==> src/rtl/ptp_cfg_defines.svh <==
// Register offsets, field positions, reset values and fixed addresses of the Port 2 capture setup
`ifndef PTP_CFG_DEFINES_SVH
`define PTP_CFG_DEFINES_SVH

`define REG_ADDR_W 12
`define OFS_AUX_ADDR_HIGH 12'h18C
`define OFS_AUX_ADDR_LOW 12'h190
`define OFS_TS_CONFIG 12'h194

`define BIT_P2_MASTER_SELECT 31
`define BIT_P2_PRIMARY_EN 30
`define BIT_P2_ALT1_EN 29
`define BIT_P2_ALT2_EN 28
`define BIT_P2_ALT3_EN 27
`define BIT_P2_AUX_EN 26
`define BIT_P2_LOCK_RX 25
`define BIT_P2_LOCK_TX 24

`define P2_FIELD_HI 31
`define P2_FIELD_LO 24
`define P2_FIELD_RESET 8'h43
`define AUX_HIGH_W 16
`define AUX_HIGH_RESET 16'h0000
`define AUX_LOW_RESET 32'h00000000

`define PTP_ADDR_PRIMARY 48'h01005E000181
`define PTP_ADDR_ALT1 48'h01005E000182
`define PTP_ADDR_ALT2 48'h01005E000183
`define PTP_ADDR_ALT3 48'h01005E000184
`define PTP_FIXED_ADDRS 4

`endif

==> src/rtl/ptp_cfg_pkg.sv <==
// Types shared by the Port 2 capture setup logic
package ptp_cfg_pkg;

    typedef struct packed {
        logic valid;
        logic is_tx;
        logic is_sync;
        logic is_delay_req;
        logic [47:0] dst_addr;
        logic [15:0] seq_id;
        logic [79:0] source_port_identity;
        logic [63:0] stamp;
    } ptp_frame_t;

    typedef struct packed {
        logic [63:0] stamp;
        logic [79:0] source_port_identity;
        logic [15:0] seq_id;
    } capture_t;

    typedef struct packed {
        logic port2_master_select;
        logic port2_primary_addr_enable;
        logic port2_alternate_addr1_enable;
        logic port2_alternate_addr2_enable;
        logic port2_alternate_addr3_enable;
        logic port2_auxiliary_addr_enable;
        logic port2_lock_rx;
        logic port2_lock_tx;
    } port2_cfg_t;

    typedef struct packed {
        logic sel;
        logic wr;
        logic [11:0] addr;
        logic [31:0] wdata;
    } reg_req_t;

endpackage

==> src/rtl/port2_addr_match.sv <==
// Registered PTP destination address classifier for Port 2 frames
`timescale 1ns/1ps
`include "ptp_cfg_defines.svh"

module port2_addr_match (
    input wire logic core_clk,
    input wire logic rst_n,
    input wire logic clk_en,
    input wire logic [4:0] addr_enable,
    input wire logic [47:0] auxiliary_addr,
    input wire ptp_cfg_pkg::ptp_frame_t frame_in,
    output ptp_cfg_pkg::ptp_frame_t frame_q,
    output logic is_ptp_q
);

    localparam logic [47:0] FIXED_ADDR [`PTP_FIXED_ADDRS] = '{
        `PTP_ADDR_PRIMARY, `PTP_ADDR_ALT1, `PTP_ADDR_ALT2, `PTP_ADDR_ALT3
    };

    logic [4:0] hit;

    // Each enable bit gates exactly one address; a disabled address never matches
    genvar g;
    generate
        for (g = 0; g < `PTP_FIXED_ADDRS; g++) begin : g_fixed
            assign hit[g] = addr_enable[g] && (frame_in.dst_addr == FIXED_ADDR[g]);
        end
    endgenerate
    assign hit[4] = addr_enable[4] && (frame_in.dst_addr == auxiliary_addr);

    always_ff @(posedge core_clk or negedge rst_n) begin
        if (!rst_n) begin
            frame_q <= '0;
            is_ptp_q <= 1'b0;
        end else if (clk_en) begin
            frame_q <= frame_in;
            is_ptp_q <= frame_in.valid && (|hit);
        end
    end

endmodule // port2_addr_match

==> src/rtl/ptp_port2_capture_config.sv <==
// Port 2 PTP timestamp capture configuration, address filter and capture hold
`timescale 1ns/1ps
`include "ptp_cfg_defines.svh"

module ptp_port2_capture_config (
    input wire logic core_clk,
    input wire logic rst_n,
    input wire logic clk_en,
    // Register access port
    input wire ptp_cfg_pkg::reg_req_t reg_req,
    output logic [31:0] reg_rdata_q,
    output logic reg_rvalid_q,
    // Port 2 frame events, one cycle per message
    input wire ptp_cfg_pkg::ptp_frame_t frame_in,
    // Capture flag clears from the interrupt status owner
    input wire logic rx_flag_clear,
    input wire logic tx_flag_clear,
    // Captured values, pending flags and decoded Port 2 configuration
    output ptp_cfg_pkg::capture_t rx_capture_q,
    output ptp_cfg_pkg::capture_t tx_capture_q,
    output logic rx_capture_flag_q,
    output logic tx_capture_flag_q,
    output ptp_cfg_pkg::port2_cfg_t port2_cfg
);

    logic [`P2_FIELD_HI:`P2_FIELD_LO] cfg_field_q;
    logic [`AUX_HIGH_W-1:0] aux_high_q;
    logic [31:0] aux_low_q;
    logic [47:0] auxiliary_addr;
    logic [4:0] addr_enable;

    ptp_cfg_pkg::ptp_frame_t match_frame;
    logic match_is_ptp;

    logic rx_want;
    logic tx_want;
    logic rx_take;
    logic tx_take;
    logic rx_held;
    logic tx_held;
    ptp_cfg_pkg::capture_t new_capture;

    // Byte address decode is used by both the write and read paths
    function automatic logic reg_hit(input logic [11:0] addr, input logic [11:0] ofs);
        reg_hit = (addr == ofs);
    endfunction

    // ------------------------------------------------------------------
    // Configuration register writes
    // ------------------------------------------------------------------

    // Only bits 31:24 live here; the other ports own bits 23:0
    always_ff @(posedge core_clk or negedge rst_n) begin
        if (!rst_n) begin
            cfg_field_q <= `P2_FIELD_RESET;
        end else if (clk_en && reg_req.sel && reg_req.wr
                     && reg_hit(reg_req.addr, `OFS_TS_CONFIG)) begin
            cfg_field_q <= reg_req.wdata[`P2_FIELD_HI:`P2_FIELD_LO];
        end
    end

    always_ff @(posedge core_clk or negedge rst_n) begin
        if (!rst_n) begin
            aux_high_q <= `AUX_HIGH_RESET;
        end else if (clk_en && reg_req.sel && reg_req.wr
                     && reg_hit(reg_req.addr, `OFS_AUX_ADDR_HIGH)) begin
            aux_high_q <= reg_req.wdata[`AUX_HIGH_W-1:0];
        end
    end

    always_ff @(posedge core_clk or negedge rst_n) begin
        if (!rst_n) begin
            aux_low_q <= `AUX_LOW_RESET;
        end else if (clk_en && reg_req.sel && reg_req.wr
                     && reg_hit(reg_req.addr, `OFS_AUX_ADDR_LOW)) begin
            aux_low_q <= reg_req.wdata;
        end
    end

    // High word carries the first-transmitted address octets
    assign auxiliary_addr = {aux_high_q, aux_low_q};

    // ------------------------------------------------------------------
    // Register reads: one cycle latency, unmapped offsets read zero
    // ------------------------------------------------------------------

    always_ff @(posedge core_clk or negedge rst_n) begin
        if (!rst_n) begin
            reg_rdata_q <= 32'h00000000;
            reg_rvalid_q <= 1'b0;
        end else if (clk_en) begin
            reg_rvalid_q <= reg_req.sel && !reg_req.wr;
            if (reg_req.sel && !reg_req.wr) begin
                if (reg_hit(reg_req.addr, `OFS_TS_CONFIG)) begin
                    reg_rdata_q <= {cfg_field_q, 24'h000000};
                end else if (reg_hit(reg_req.addr, `OFS_AUX_ADDR_HIGH)) begin
                    reg_rdata_q <= {16'h0000, aux_high_q};
                end else if (reg_hit(reg_req.addr, `OFS_AUX_ADDR_LOW)) begin
                    reg_rdata_q <= aux_low_q;
                end else begin
                    reg_rdata_q <= 32'h00000000;
                end
            end
        end
    end

    // ------------------------------------------------------------------
    // Field breakout
    // ------------------------------------------------------------------

    assign port2_cfg.port2_master_select = cfg_field_q[`BIT_P2_MASTER_SELECT];
    assign port2_cfg.port2_primary_addr_enable = cfg_field_q[`BIT_P2_PRIMARY_EN];
    assign port2_cfg.port2_alternate_addr1_enable = cfg_field_q[`BIT_P2_ALT1_EN];
    assign port2_cfg.port2_alternate_addr2_enable = cfg_field_q[`BIT_P2_ALT2_EN];
    assign port2_cfg.port2_alternate_addr3_enable = cfg_field_q[`BIT_P2_ALT3_EN];
    assign port2_cfg.port2_auxiliary_addr_enable = cfg_field_q[`BIT_P2_AUX_EN];
    assign port2_cfg.port2_lock_rx = cfg_field_q[`BIT_P2_LOCK_RX];
    assign port2_cfg.port2_lock_tx = cfg_field_q[`BIT_P2_LOCK_TX];

    // Index order matches the fixed address table in the classifier
    assign addr_enable = {
        port2_cfg.port2_auxiliary_addr_enable,
        port2_cfg.port2_alternate_addr3_enable,
        port2_cfg.port2_alternate_addr2_enable,
        port2_cfg.port2_alternate_addr1_enable,
        port2_cfg.port2_primary_addr_enable
    };

    // ------------------------------------------------------------------
    // Destination address classification
    // ------------------------------------------------------------------

    // Registered so a config write lands cleanly between two frames
    port2_addr_match u_addr_match (
        .core_clk(core_clk),
        .rst_n(rst_n),
        .clk_en(clk_en),
        .addr_enable(addr_enable),
        .auxiliary_addr(auxiliary_addr),
        .frame_in(frame_in),
        .frame_q(match_frame),
        .is_ptp_q(match_is_ptp)
    );

    // ------------------------------------------------------------------
    // Message selection by role
    // ------------------------------------------------------------------

    always_comb begin
        if (port2_cfg.port2_master_select) begin
            tx_want = match_frame.is_tx && match_frame.is_sync;
            rx_want = !match_frame.is_tx && match_frame.is_delay_req;
        end else begin
            tx_want = match_frame.is_tx && match_frame.is_delay_req;
            rx_want = !match_frame.is_tx && match_frame.is_sync;
        end
    end

    assign rx_take = match_is_ptp && rx_want;
    assign tx_take = match_is_ptp && tx_want;

    // A pending flag only protects the values when its lock bit is set
    assign rx_held = port2_cfg.port2_lock_rx && rx_capture_flag_q;
    assign tx_held = port2_cfg.port2_lock_tx && tx_capture_flag_q;

    assign new_capture.stamp = match_frame.stamp;
    assign new_capture.source_port_identity = match_frame.source_port_identity;
    assign new_capture.seq_id = match_frame.seq_id;

    // ------------------------------------------------------------------
    // Capture storage
    // ------------------------------------------------------------------

    always_ff @(posedge core_clk or negedge rst_n) begin
        if (!rst_n) begin
            rx_capture_q <= '0;
        end else if (clk_en && rx_take && !rx_held) begin
            rx_capture_q <= new_capture;
        end
    end

    always_ff @(posedge core_clk or negedge rst_n) begin
        if (!rst_n) begin
            tx_capture_q <= '0;
        end else if (clk_en && tx_take && !tx_held) begin
            tx_capture_q <= new_capture;
        end
    end

    // ------------------------------------------------------------------
    // Capture pending flags: a new capture wins over a clear
    // ------------------------------------------------------------------

    always_ff @(posedge core_clk or negedge rst_n) begin
        if (!rst_n) begin
            rx_capture_flag_q <= 1'b0;
        end else if (clk_en) begin
            if (rx_take) begin
                rx_capture_flag_q <= 1'b1;
            end else if (rx_flag_clear) begin
                rx_capture_flag_q <= 1'b0;
            end
        end
    end

    always_ff @(posedge core_clk or negedge rst_n) begin
        if (!rst_n) begin
            tx_capture_flag_q <= 1'b0;
        end else if (clk_en) begin
            if (tx_take) begin
                tx_capture_flag_q <= 1'b1;
            end else if (tx_flag_clear) begin
                tx_capture_flag_q <= 1'b0;
            end
        end
    end

endmodule // ptp_port2_capture_config

==> config.mk <==
export PLATFORM = sky130hd
export DESIGN_NAME = ptp_port2_capture_config
export DESIGN_NICKNAME = d
export VERILOG_FILES = /design/src/rtl/ptp_cfg_pkg.sv /design/src/rtl/port2_addr_match.sv /design/src/rtl/ptp_port2_capture_config.sv
export VERILOG_INCLUDE_DIRS = /design/src /design/src/rtl
export SDC_FILE = /design/constraint.sdc
export NUM_CORES = 1
export LEC_CHECK = 0
export BUFFER_PORTS_ARGS = -buffer_cell sky130_fd_sc_hd__buf_2
export CORE_AREA = 3 3 242 244
export DETAILED_ROUTE_END_ITERATION = 6
export DIE_AREA = 0 0 245 247
export PLACE_DENSITY_LB_ADDON = 0.25
export REMOVE_ABC_BUFFERS = 1
export SETUP_SLACK_MARGIN = 0.05
export SYNTH_ARGS = -nofsm -noshare
export SYNTH_HDL_FRONTEND = slang
export SYNTH_HIERARCHICAL = 1
export SYNTH_SLANG_ARGS = --single-unit
==> constraint.sdc <==
create_clock -name core_clk -period 1.65 [get_ports core_clk]
set_input_delay 0.495 -clock core_clk [delete_from_list [all_inputs] [get_ports core_clk]]
set_output_delay 0.495 -clock core_clk [all_outputs]
set_load 0.02 [all_outputs]
==> results of run 1 <==
## worst max-delay path, delay by kind of cell (launching register included)
kind                   cells  cell delay, ns
multiplexers               1            0.35
flip-flops                 1            0.43
buffers and inverters      3            0.53
AO/OA/AOI/OAI              1            0.36
AND/OR/NAND/NOR            1            0.11
## placed cells by master, fill, tap and decap left out, drive strengths merged, types with 16 or more instances in the layout
cell type / n
buf: 800
nand2: 19
xnor2: 47
and2: 16
mux2: 539
a221o: 16
diode: 16
dfrtp: 572
clkbuf: 105
nand4: 17
## through the flow
| step | area, µm² | hold WS (ns) |
|---|---|---|
| final | 33400 | 0.105 |
| after CTS | 29600 | 0.0598 |
| after floorplan | 21900 | 0.199 |
| after global routing | 33300 | 0.0789 |
| after global placement | 27100 | 0.467 |
| after detailed placement | 27100 | 0.472 |
## repair_timing
action	4_1_cts	5_1_grt
hold endpoints to repair	191	0
gates cloned	7	18
buffers inserted	10	67
gates resized for setup	24	976
pin swaps	0	6
hold buffers	1	0
endpoints found under the setup margin	719	724
## per-layer routing
| metal | vias up | wire length [µm] |
|---|---|---|
| met3 | 138 | 6770 |
| met1 | 7833 | 27000 |
| met4 | 18 | 2240 |
| met2 | 535 | 37100 |
| met5 | - | 118 |
| li1 | 6561 | - |
## where the power goes
| group | internal, mW | total [mW] | switching (mW) |
|---|---|---|---|
| sequential | 14.5 | 14.8 | 0.318 |
| clock | 8.39 | 14.1 | 5.69 |
| combinational | 0.776 | 1.53 | 0.750 |
## registers in the layout, summed over array words and instances (netlist names)
signal                 cells
rx_capture_q             160
reg_rdata_q               32
aux_high_q                16
rx_capture_flag_q          1
u_addr_match/frame_q     163
aux_low_q                 32
u_addr_match/is_ptp_q      1
tx_capture_flag_q          1
port2_cfg                  8
tx_capture_q             160
reg_rvalid_q               1
## worst min path at each step
stage | end | slack (ns)
3_3_place_gp | reg_rdata_q[27]$_DFFE_PN0P_ | 0.47
2_1_floorplan | aux_high_q[0]$_DFFE_PN0P_ | 0.20
3_5_place_dp | reg_rdata_q[27]$_DFFE_PN0P_ | 0.47
5_1_grt | u_addr_match/frame_q[38]$_DFFE_PN0P_ | 0.08
6_report | u_addr_match/frame_q[53]$_DFFE_PN0P_ | 0.10
4_1_cts | u_addr_match/frame_q[66]$_DFFE_PN0P_ | 0.06
## layout make-up
cell class | count | area, µm² | share of cell area (%)
flip-flops and latches | 575 | 14400 | 43.2
repair buffers | 814 | 7960 | 23.8
multi-input cells | 727 | 7930 | 23.8
clock buffers | 92 | 1820 | 5.46
well taps | 756 | 946 | 2.83
clock inverters | 20 | 272 | 0.814
diodes | 16 | 40.0 | 0.120
inverters | 1 | 3.75 | 0.0112
==> flow_summary.json, run 1 <==
{
  "netlist_instances": 1373,
  "die_width_um": 245,
  "slowest_stage": "dfrtp_1",
  "crit_chain": "nand2_2, a2111oi_4, buf_6, buf_12, buf_12, mux2_2",
  "start_kind": "register",
  "p_total_mw": 30.4,
  "cts_buffer_depth": 3,
  "grt_max_degree": 85,
  "die-height_um": 247,
  "viasPerCell": 5.03,
  "busiest_layer": "met2",
  "hp-start": "frame_in[53]",
  "drt_pass1_iterations": 4,
  "initial_core_util_pct": 39.5,
  "fin_crit_ns": 1.91,
  "wl_per_cell_um": 24.4,
  "cts-root-buf": "clkbuf_16",
  "finalWorstSetupSlack_ns": -0.265,
  "endpoint_kind": "register",
  "dieArea_um2": 60500,
  "clkLatencyLatePin_ns": 0.62,
  "tightest_slew_ns": 0.647,
  "hp-class": "input pin to register",
  "final_util_pct": 59.1,
  "cp_slowest_stage_delay_ns": 0.43,
  "drive_gt1_share_pct": 65.5,
  "gp_congestion": 0.940,
  "cts.sinks": 575,
  "place.port_buffers": 625,
  "reg2reg_to": "rx_capture_q[107]$_DFFE_PN0P_",
  "fin_nets": 2442,
  "placed_cells": 2770,
  "reg2reg_depth": 6,
  "fin_cells": 3001,
  "whs_path_depth": 2,
  "final.setup.tns_ns": -62.32,
  "dp_hpwl_um": 50600,
  "syn_avg_cell_area_um2": 16.3,
  "yosys_warnings": 6,
  "drv_slew": 0,
  "cts_buffers": 60,
  "run_status": "complete, but fails checks",
  "path_common_cell": "buf_12",
  "critical_path.startpoint": "u_addr_match/is_ptp_q$_DFFE_PN0P_",
  "power_density_nw_per_um2": 912,
  "skew_ns": 0.0257,
  "crit_required_ns": 2.15,
  "ios": 626,
  "cts_tree": "built",
  "period_share_pct": 116,
  "ant_nets": 0,
  "vias": 15100,
  "met3_usage_pct": 8.44,
  "worstSetupEndpoint": "rx_capture_q[107]$_DFFE_PN0P_",
  "core.rowCount": 87,
  "grt_pass1_vias": 15900,
  "drtIter0Drc": 625,
  "synthesis.area_um2": 22300,
  "h-tree-depth": 2,
  "grt.met2_usage_pct": 36.9,
  "fillers": 4311,
  "arrival_ns": 2.41,
  "rrSetupSlack_ns": -0.26,
  "syn_to_final_growth_pct": 49.5,
  "hold_violations": 0,
  "worst-path-max-fanout": 14,
  "setup_viol_count_final": 418,
  "ir_drop_mv": 0.878,
  "grt-ovfl-total": 0,
  "relSlewSlack_pct": 56.9,
  "use_met1_pct": 25.5,
  "grt_pass1_wl_um": 100000,
  "p_leak_nw": 16.6,
  "post-place-ws_ns": -0.726,
  "failed_checks": "negative setup slack",
  "grt_antenna_before_repair": 24,
  "worstSetupPathType": "register to register",
  "path_clk_slew_ns": 0.06,
  "max-cap-violations": 0,
  "rsz0062_at_grt": "yes",
  "drc": 0,
  "wl_um": 73200,
  "max_freq_ghz": 0.522,
  "core_um2": 56500,
  "regToRegStartpoint": "u_addr_match/is_ptp_q$_DFFE_PN0P_",
  "track_usage_pct": 22.0
}
Note: power is estimated with default switching activity, not from simulation.
==> run 2, diff against run 1 <==
--- a/config.mk
+++ b/config.mk
@@ -7,9 +7,10 @@
 export NUM_CORES = 1
 export LEC_CHECK = 0
 export BUFFER_PORTS_ARGS = -buffer_cell sky130_fd_sc_hd__buf_2
-export CORE_AREA = 3 3 242 244
+export CORE_AREA = 3 3 245 247
+export CTS_CLUSTER_SIZE = 14
 export DETAILED_ROUTE_END_ITERATION = 6
-export DIE_AREA = 0 0 245 247
+export DIE_AREA = 0 0 248 250
 export PLACE_DENSITY_LB_ADDON = 0.25
 export REMOVE_ABC_BUFFERS = 1
 export SETUP_SLACK_MARGIN = 0.05
==> constraint.sdc (replaced) <==
create_clock -name core_clk -period 2 [get_ports core_clk]
set_input_delay 0.6 -clock core_clk [delete_from_list [all_inputs] [get_ports core_clk]]
set_output_delay 0.6 -clock core_clk [all_outputs]
set_load 0.02 [all_outputs]
==> flow_summary.json, run 2 (synthesis results as in run 1) <==
{
  "grt_antenna_before_repair": 19,
  "skew_ns": 0.0254,
  "wl_per_cell_um": 23.6,
  "die-height_um": 250,
  "fillers": 4974,
  "fin_crit_ns": 1.95,
  "top_register": "u_addr_match/frame_q",
  "cts-root-buf": "clkbuf_16",
  "largest_register_ffs": 163,
  "max-cap-violations": 0,
  "gp_congestion": 0.883,
  "setup_viol_count_final": 0,
  "drtIter0Drc": 685,
  "clkLatencyLatePin_ns": 0.62,
  "finalWorstSetupSlack_ns": 0.0548,
  "p_leak_nw": 15.8,
  "wl_um": 69200,
  "worstSetupPathType": "register to register",
  "whs_path_depth": 2,
  "drive_gt1_share_pct": 63.8,
  "intPower_mw": 19.5,
  "syn_to_final_growth_pct": 33.6,
  "reg2reg_depth": 6,
  "pwr-share-comb_pct": 4.9,
  "worst-path-max-fanout": 7,
  "seq_power_share_pct": 48.9,
  "hold_violations": 0,
  "switching_share_pct": 22.0,
  "die_width_um": 248,
  "cts.sinks": 575,
  "grt-ovfl-total": 0,
  "fin_nets": 2369,
  "grt_pass1_vias": 15700,
  "core_um2": 57800,
  "post-place-ws_ns": -0.421,
  "place.port_buffers": 625,
  "start_kind": "register",
  "path_clk_slew_ns": 0.06,
  "layout_commonest_cell": "buf_2",
  "clkPwrFrac_pct": 46.2,
  "most-common-layout-cells": "619 x buf_2, 570 x dfrtp_1, 511 x mux2_2",
  "viasPerCell": 4.99,
  "arrival_ns": 2.43,
  "tightest_slew_ns": 0.631,
  "period_share_pct": 97.3,
  "relSlewSlack_pct": 57.9,
  "hold-worst-slack_ns": 0.214,
  "power_density_nw_per_um2": 838,
  "drv_slew": 0,
  "initial_core_util_pct": 38.6,
  "h-tree-depth": 2,
  "cts_tree": "built",
  "reg_top3": "u_addr_match/frame_q x163, rx_capture_q x160, tx_capture_q x160",
  "max_freq_ghz": 0.514,
  "switching_power_mw": 5.50,
  "cts_buffer_depth": 3,
  "rrSetupSlack_ns": 0.05,
  "grt_max_degree": 72,
  "drc": 0,
  "crit_required_ns": 2.48,
  "vias": 14600,
  "rsz0062_at_grt": "yes",
  "endpoint_kind": "register",
  "dp_hpwl_um": 50300,
  "run_status": "complete, no violations",
  "cts_buffers": 60,
  "drt_pass1_iterations": 5,
  "core.rowCount": 88,
  "track_usage_pct": 21.0,
  "ir_drop_mv": 0.853,
  "grt_pass1_wl_um": 98100,
  "hp-class": "input pin to register",
  "ant_nets": 0,
  "dieArea_um2": 62000,
  "ios": 626
}
==> run 2: cell count changes in the layout (fill, tap and decap cells not counted), sizes merged <==
cell / change
diode: -6
clkbuf: -7
clkinv: +4
buf: -74
bufinv: +2
clkinvlp: +1
inv: +1
==> run 2: repair_timing <==
item	in CTS	in global routing
pin swaps	0	3
hold endpoints to repair	19	0
gates resized for setup	17	22
setup endpoints to repair	191	217
setup buffers	4	13
gates cloned	0	19
hold buffers	1	0
==> run 2: area by class of cell <==
type	instances	area, µm²	share of cell area, %
clock buffer	84	1710	5.74
inverter	1	3.75	0.0126
clock inverter	28	364	1.22
timing repair buffer	741	4790	16.1
antenna	10	25.0	0.0839
sequential	575	14400	48.3
tap	765	957	3.21
multi-input combinational	727	7570	25.4
==> run 2: final timing paths <==
check / start / endpoint
worst max-delay path: u_addr_match/is_ptp_q$_DFFE_PN0P_ / rx_capture_q[89]$_DFFE_PN0P_
worst min-delay path: frame_in[144] / u_addr_match/frame_q[144]$_DFFE_PN0P_
worst max register to register: u_addr_match/is_ptp_q$_DFFE_PN0P_ / rx_capture_q[89]$_DFFE_PN0P_
worst min register to register: rx_capture_q[64]$_DFFE_PN0P_ / rx_capture_q[64]$_DFFE_PN0P_
max in group asynchronous: rst_n / u_addr_match/frame_q[111]$_DFFE_PN0P_
min in group asynchronous: rst_n / tx_capture_q[13]$_DFFE_PN0P_
==> run 2: power by group through the flow <==
stage / combinational [mW] / sequential (mW) / clock, mW
floorplan: 0.433 / 12.3 / 0
global placement: 1.22 / 12.4 / 0
detailed placement: 1.25 / 12.4 / 0
CTS: 1.26 / 12.2 / 11.8
global route: 1.35 / 12.3 / 12.3
finish: 1.23 / 12.2 / 11.5
==> run 2: per-layer routing <==
layer / vias up / track usage [%] / part of all wire (%)
met5: - / 0 / 0.17
met4: 18 / 7.84 / 3.3
li1: 6398 / - / -
met1: 7563 / 24.7 / 38
met2: 497 / 35.5 / 50
met3: 142 / 7.21 / 8.3
==> run 2: critical path, stage by stage (launching register included) <==
cell and delay (ns):
dfrtp_1 0.42, nand2_2 0.12, a2111oi_4 0.37, buf_6 0.20, clkbuf_16 0.20, clkbuf_16 0.18, mux2_2 0.33
==> run 2: metrics by stage <==
step / util, % / instance area (µm²) / total power, mW / TNS (ns) / cells
2_1_floorplan: - / 21900 / 12.8 / -1282.01 / 1303
3_3_place_gp: 46.7 / 27000 / 13.6 / -52.43 / 2773
3_5_place_dp: 46.7 / 27000 / 13.7 / -66.99 / 2773
4_1_cts: 50.5 / 29200 / 25.3 / 0 / 2890
5_1_grt: 51.6 / 29800 / 25.9 / -0.861 / 2926
6_report: 51.6 / 29800 / 25.0 / 0 / 2931
==> run 3, diff against run 2 <==
--- a/config.mk
+++ b/config.mk
@@ -6,11 +6,11 @@
 export SDC_FILE = /design/constraint.sdc
 export NUM_CORES = 1
 export LEC_CHECK = 0
-export BUFFER_PORTS_ARGS = -buffer_cell sky130_fd_sc_hd__buf_2
 export CORE_AREA = 3 3 245 247
 export CTS_CLUSTER_SIZE = 14
 export DETAILED_ROUTE_END_ITERATION = 6
 export DIE_AREA = 0 0 248 250
+export DONT_BUFFER_PORTS = 1
 export PLACE_DENSITY_LB_ADDON = 0.25
 export REMOVE_ABC_BUFFERS = 1
 export SETUP_SLACK_MARGIN = 0.05
==> flow_summary.json, run 3 (synthesis results as in run 1) <==
{
  "run_status": "complete, but fails checks",
  "failed_checks": "negative hold slack, max-slew violations",
  "rsz0062_at_grt": "yes",
  "placed_cells": 2106,
  "dp_hpwl_um": 43000,
  "critical_path.startpoint": "rst_n",
  "grt_antenna_before_repair": 20,
  "initial_core_util_pct": 38.6,
  "ir_drop_mv": 0.642,
  "place.port_buffers": 0,
  "largest_register_ffs": 163,
  "ant_nets": 0,
  "cts_buffers": 60,
  "tightest_slew_ns": 2.74,
  "drt_pass1_iterations": 5,
  "viasPerCell": 5.31,
  "hold_violations": 186,
  "core_um2": 57800,
  "cts_tree": "built",
  "grt-ovfl-total": 0,
  "track_usage_pct": 19.2,
  "gp_congestion": 0.895,
  "dieArea_um2": 62000,
  "hold-worst-slack_ns": -0.322,
  "ios": 626,
  "endpoint_kind": "asynchronous set/reset pin",
  "skew_ns": 0.0229,
  "core.rowCount": 88,
  "fin_crit_ns": 1.91,
  "wl_per_cell_um": 27.7,
  "die-height_um": 250,
  "cts.sinks": 575,
  "die_width_um": 248,
  "drv_slew": 380,
  "grt_max_degree": 576,
  "h-tree-depth": 2,
  "reg_top3": "u_addr_match/frame_q x163, rx_capture_q x160, tx_capture_q x160",
  "cts-root-buf": "clkbuf_16",
  "p_leak_nw": 12.2,
  "worst-path-max-fanout": 575,
  "max-cap-violations": 0,
  "cts_buffer_depth": 3,
  "grt_pass1_vias": 12800,
  "relSlewSlack_pct": -83.0,
  "setup_viol_count_final": 0,
  "crit_required_ns": 1.97,
  "regToRegStartpoint": "u_addr_match/is_ptp_q$_DFFE_PN0P_",
  "start_kind": "input pin",
  "fin_nets": 1674,
  "grt_pass1_wl_um": 88700,
  "max_freq_ghz": 0.523,
  "worstSetupPathType": "input pin to asynchronous set/reset pin",
  "power_density_nw_per_um2": 948,
  "top_register": "u_addr_match/frame_q",
  "period_share_pct": 95.7,
  "layout_commonest_cell": "dfrtp_1",
  "hp-class": "input pin to asynchronous set/reset pin",
  "drtIter0Drc": 530,
  "vias": 11900,
  "p_total_mw": 24.3,
  "wl_um": 61900,
  "clkLatencyLatePin_ns": 0.62,
  "fin_cells": 2233,
  "path_clk_slew_ns": 0.06,
  "drc": 0,
  "arrival_ns": 1.88,
  "most-common-layout-cells": "571 x dfrtp_1, 518 x mux2_2, 63 x clkbuf_16",
  "drive_gt1_share_pct": 46.3,
  "syn_to_final_growth_pct": 14.6
}
run 3: cell count changes in the layout (fill, tap and decap cells not counted), sizes merged:
cell,previous run,this run
buf,726,44
clkbuf,98,90
clkinv,18,10
bufinv,7,6
clkinvlp,2,3
diode,10,11
dlygate4sd3,1,0
run 3: power by group:
| part | internal, mW | leakage, nW | switching (mW) |
|---|---|---|---|
| logic | 0.362 | 3.52 | 0.130 |
| registers | 12.0 | 7.65 | 0.242 |
| clock network | 6.92 | 1.01 | 4.63 |
run 3: worst paths after layout:
kind / end / slack (ns) / depth (start not counted)
worst max register to register: rx_capture_q[10]$_DFFE_PN0P_ / 0.11 / 6
worst min register to register: rx_capture_q[115]$_DFFE_PN0P_ / 0.51 / 1
worst max-delay path: port2_cfg[7]$_DFFE_PN0P_ / 0.09 / 0
worst min-delay path: tx_capture_q[147]$_DFFE_PN0P_ / -0.32 / 0
max in group core_clk: port2_cfg[7] / 0.10 / 2
min in group core_clk: u_addr_match/frame_q[14]$_DFFE_PN0P_ / 0.13 / 1
run 3: metal layers:
| metal | up-vias | wire length, µm | global-route usage [%] |
|---|---|---|---|
| li1 | 5000 | - | - |
| met5 | - | 141 | 0 |
| met2 | 473 | 32000 | 33.6 |
| met4 | 18 | 1260 | 4.77 |
| met3 | 104 | 7050 | 9.05 |
| met1 | 6256 | 21400 | 20.8 |
run 3: area by class of cell:
class | count | area (µm²)
Clock buffer | 88 | 1780
Timing Repair Buffer | 46 | 603
Inverter | 1 | 3.75
Sequential cell | 575 | 14400
Antenna cell | 11 | 27.5
Tap cell | 765 | 957
Fill cell | 5148 | 32200
Multi-Input combinational cell | 727 | 7520
Clock inverter | 20 | 300
run 3: what timing repair did:
action / CTS / global route
gates cloned: 0 / 5
gates resized for setup: 4 / 12
pin swaps: 0 / 1
endpoints found under the hold margin: 572 / 572
setup endpoints to repair: 95 / 165
buffers inserted: 1 / 2
run 3: through the flow:
step | TNS (ns) | utilization, % | instance area (µm²) | hold slack [ns] | worst slack [ns]
detailed placement | -54.15 | 40.3 | 23300 | 0.321 | -0.303
CTS | 0 | 44.0 | 25400 | -0.355 | 0.0291
floorplan | -1282.01 | - | 21900 | 0.304 | -4.80
global route | 0 | 44.2 | 25600 | -0.367 | 0.0370
finish | 0 | 44.3 | 25600 | -0.322 | 0.0865
global placement | -38.39 | 40.3 | 23300 | 0.320 | -0.282
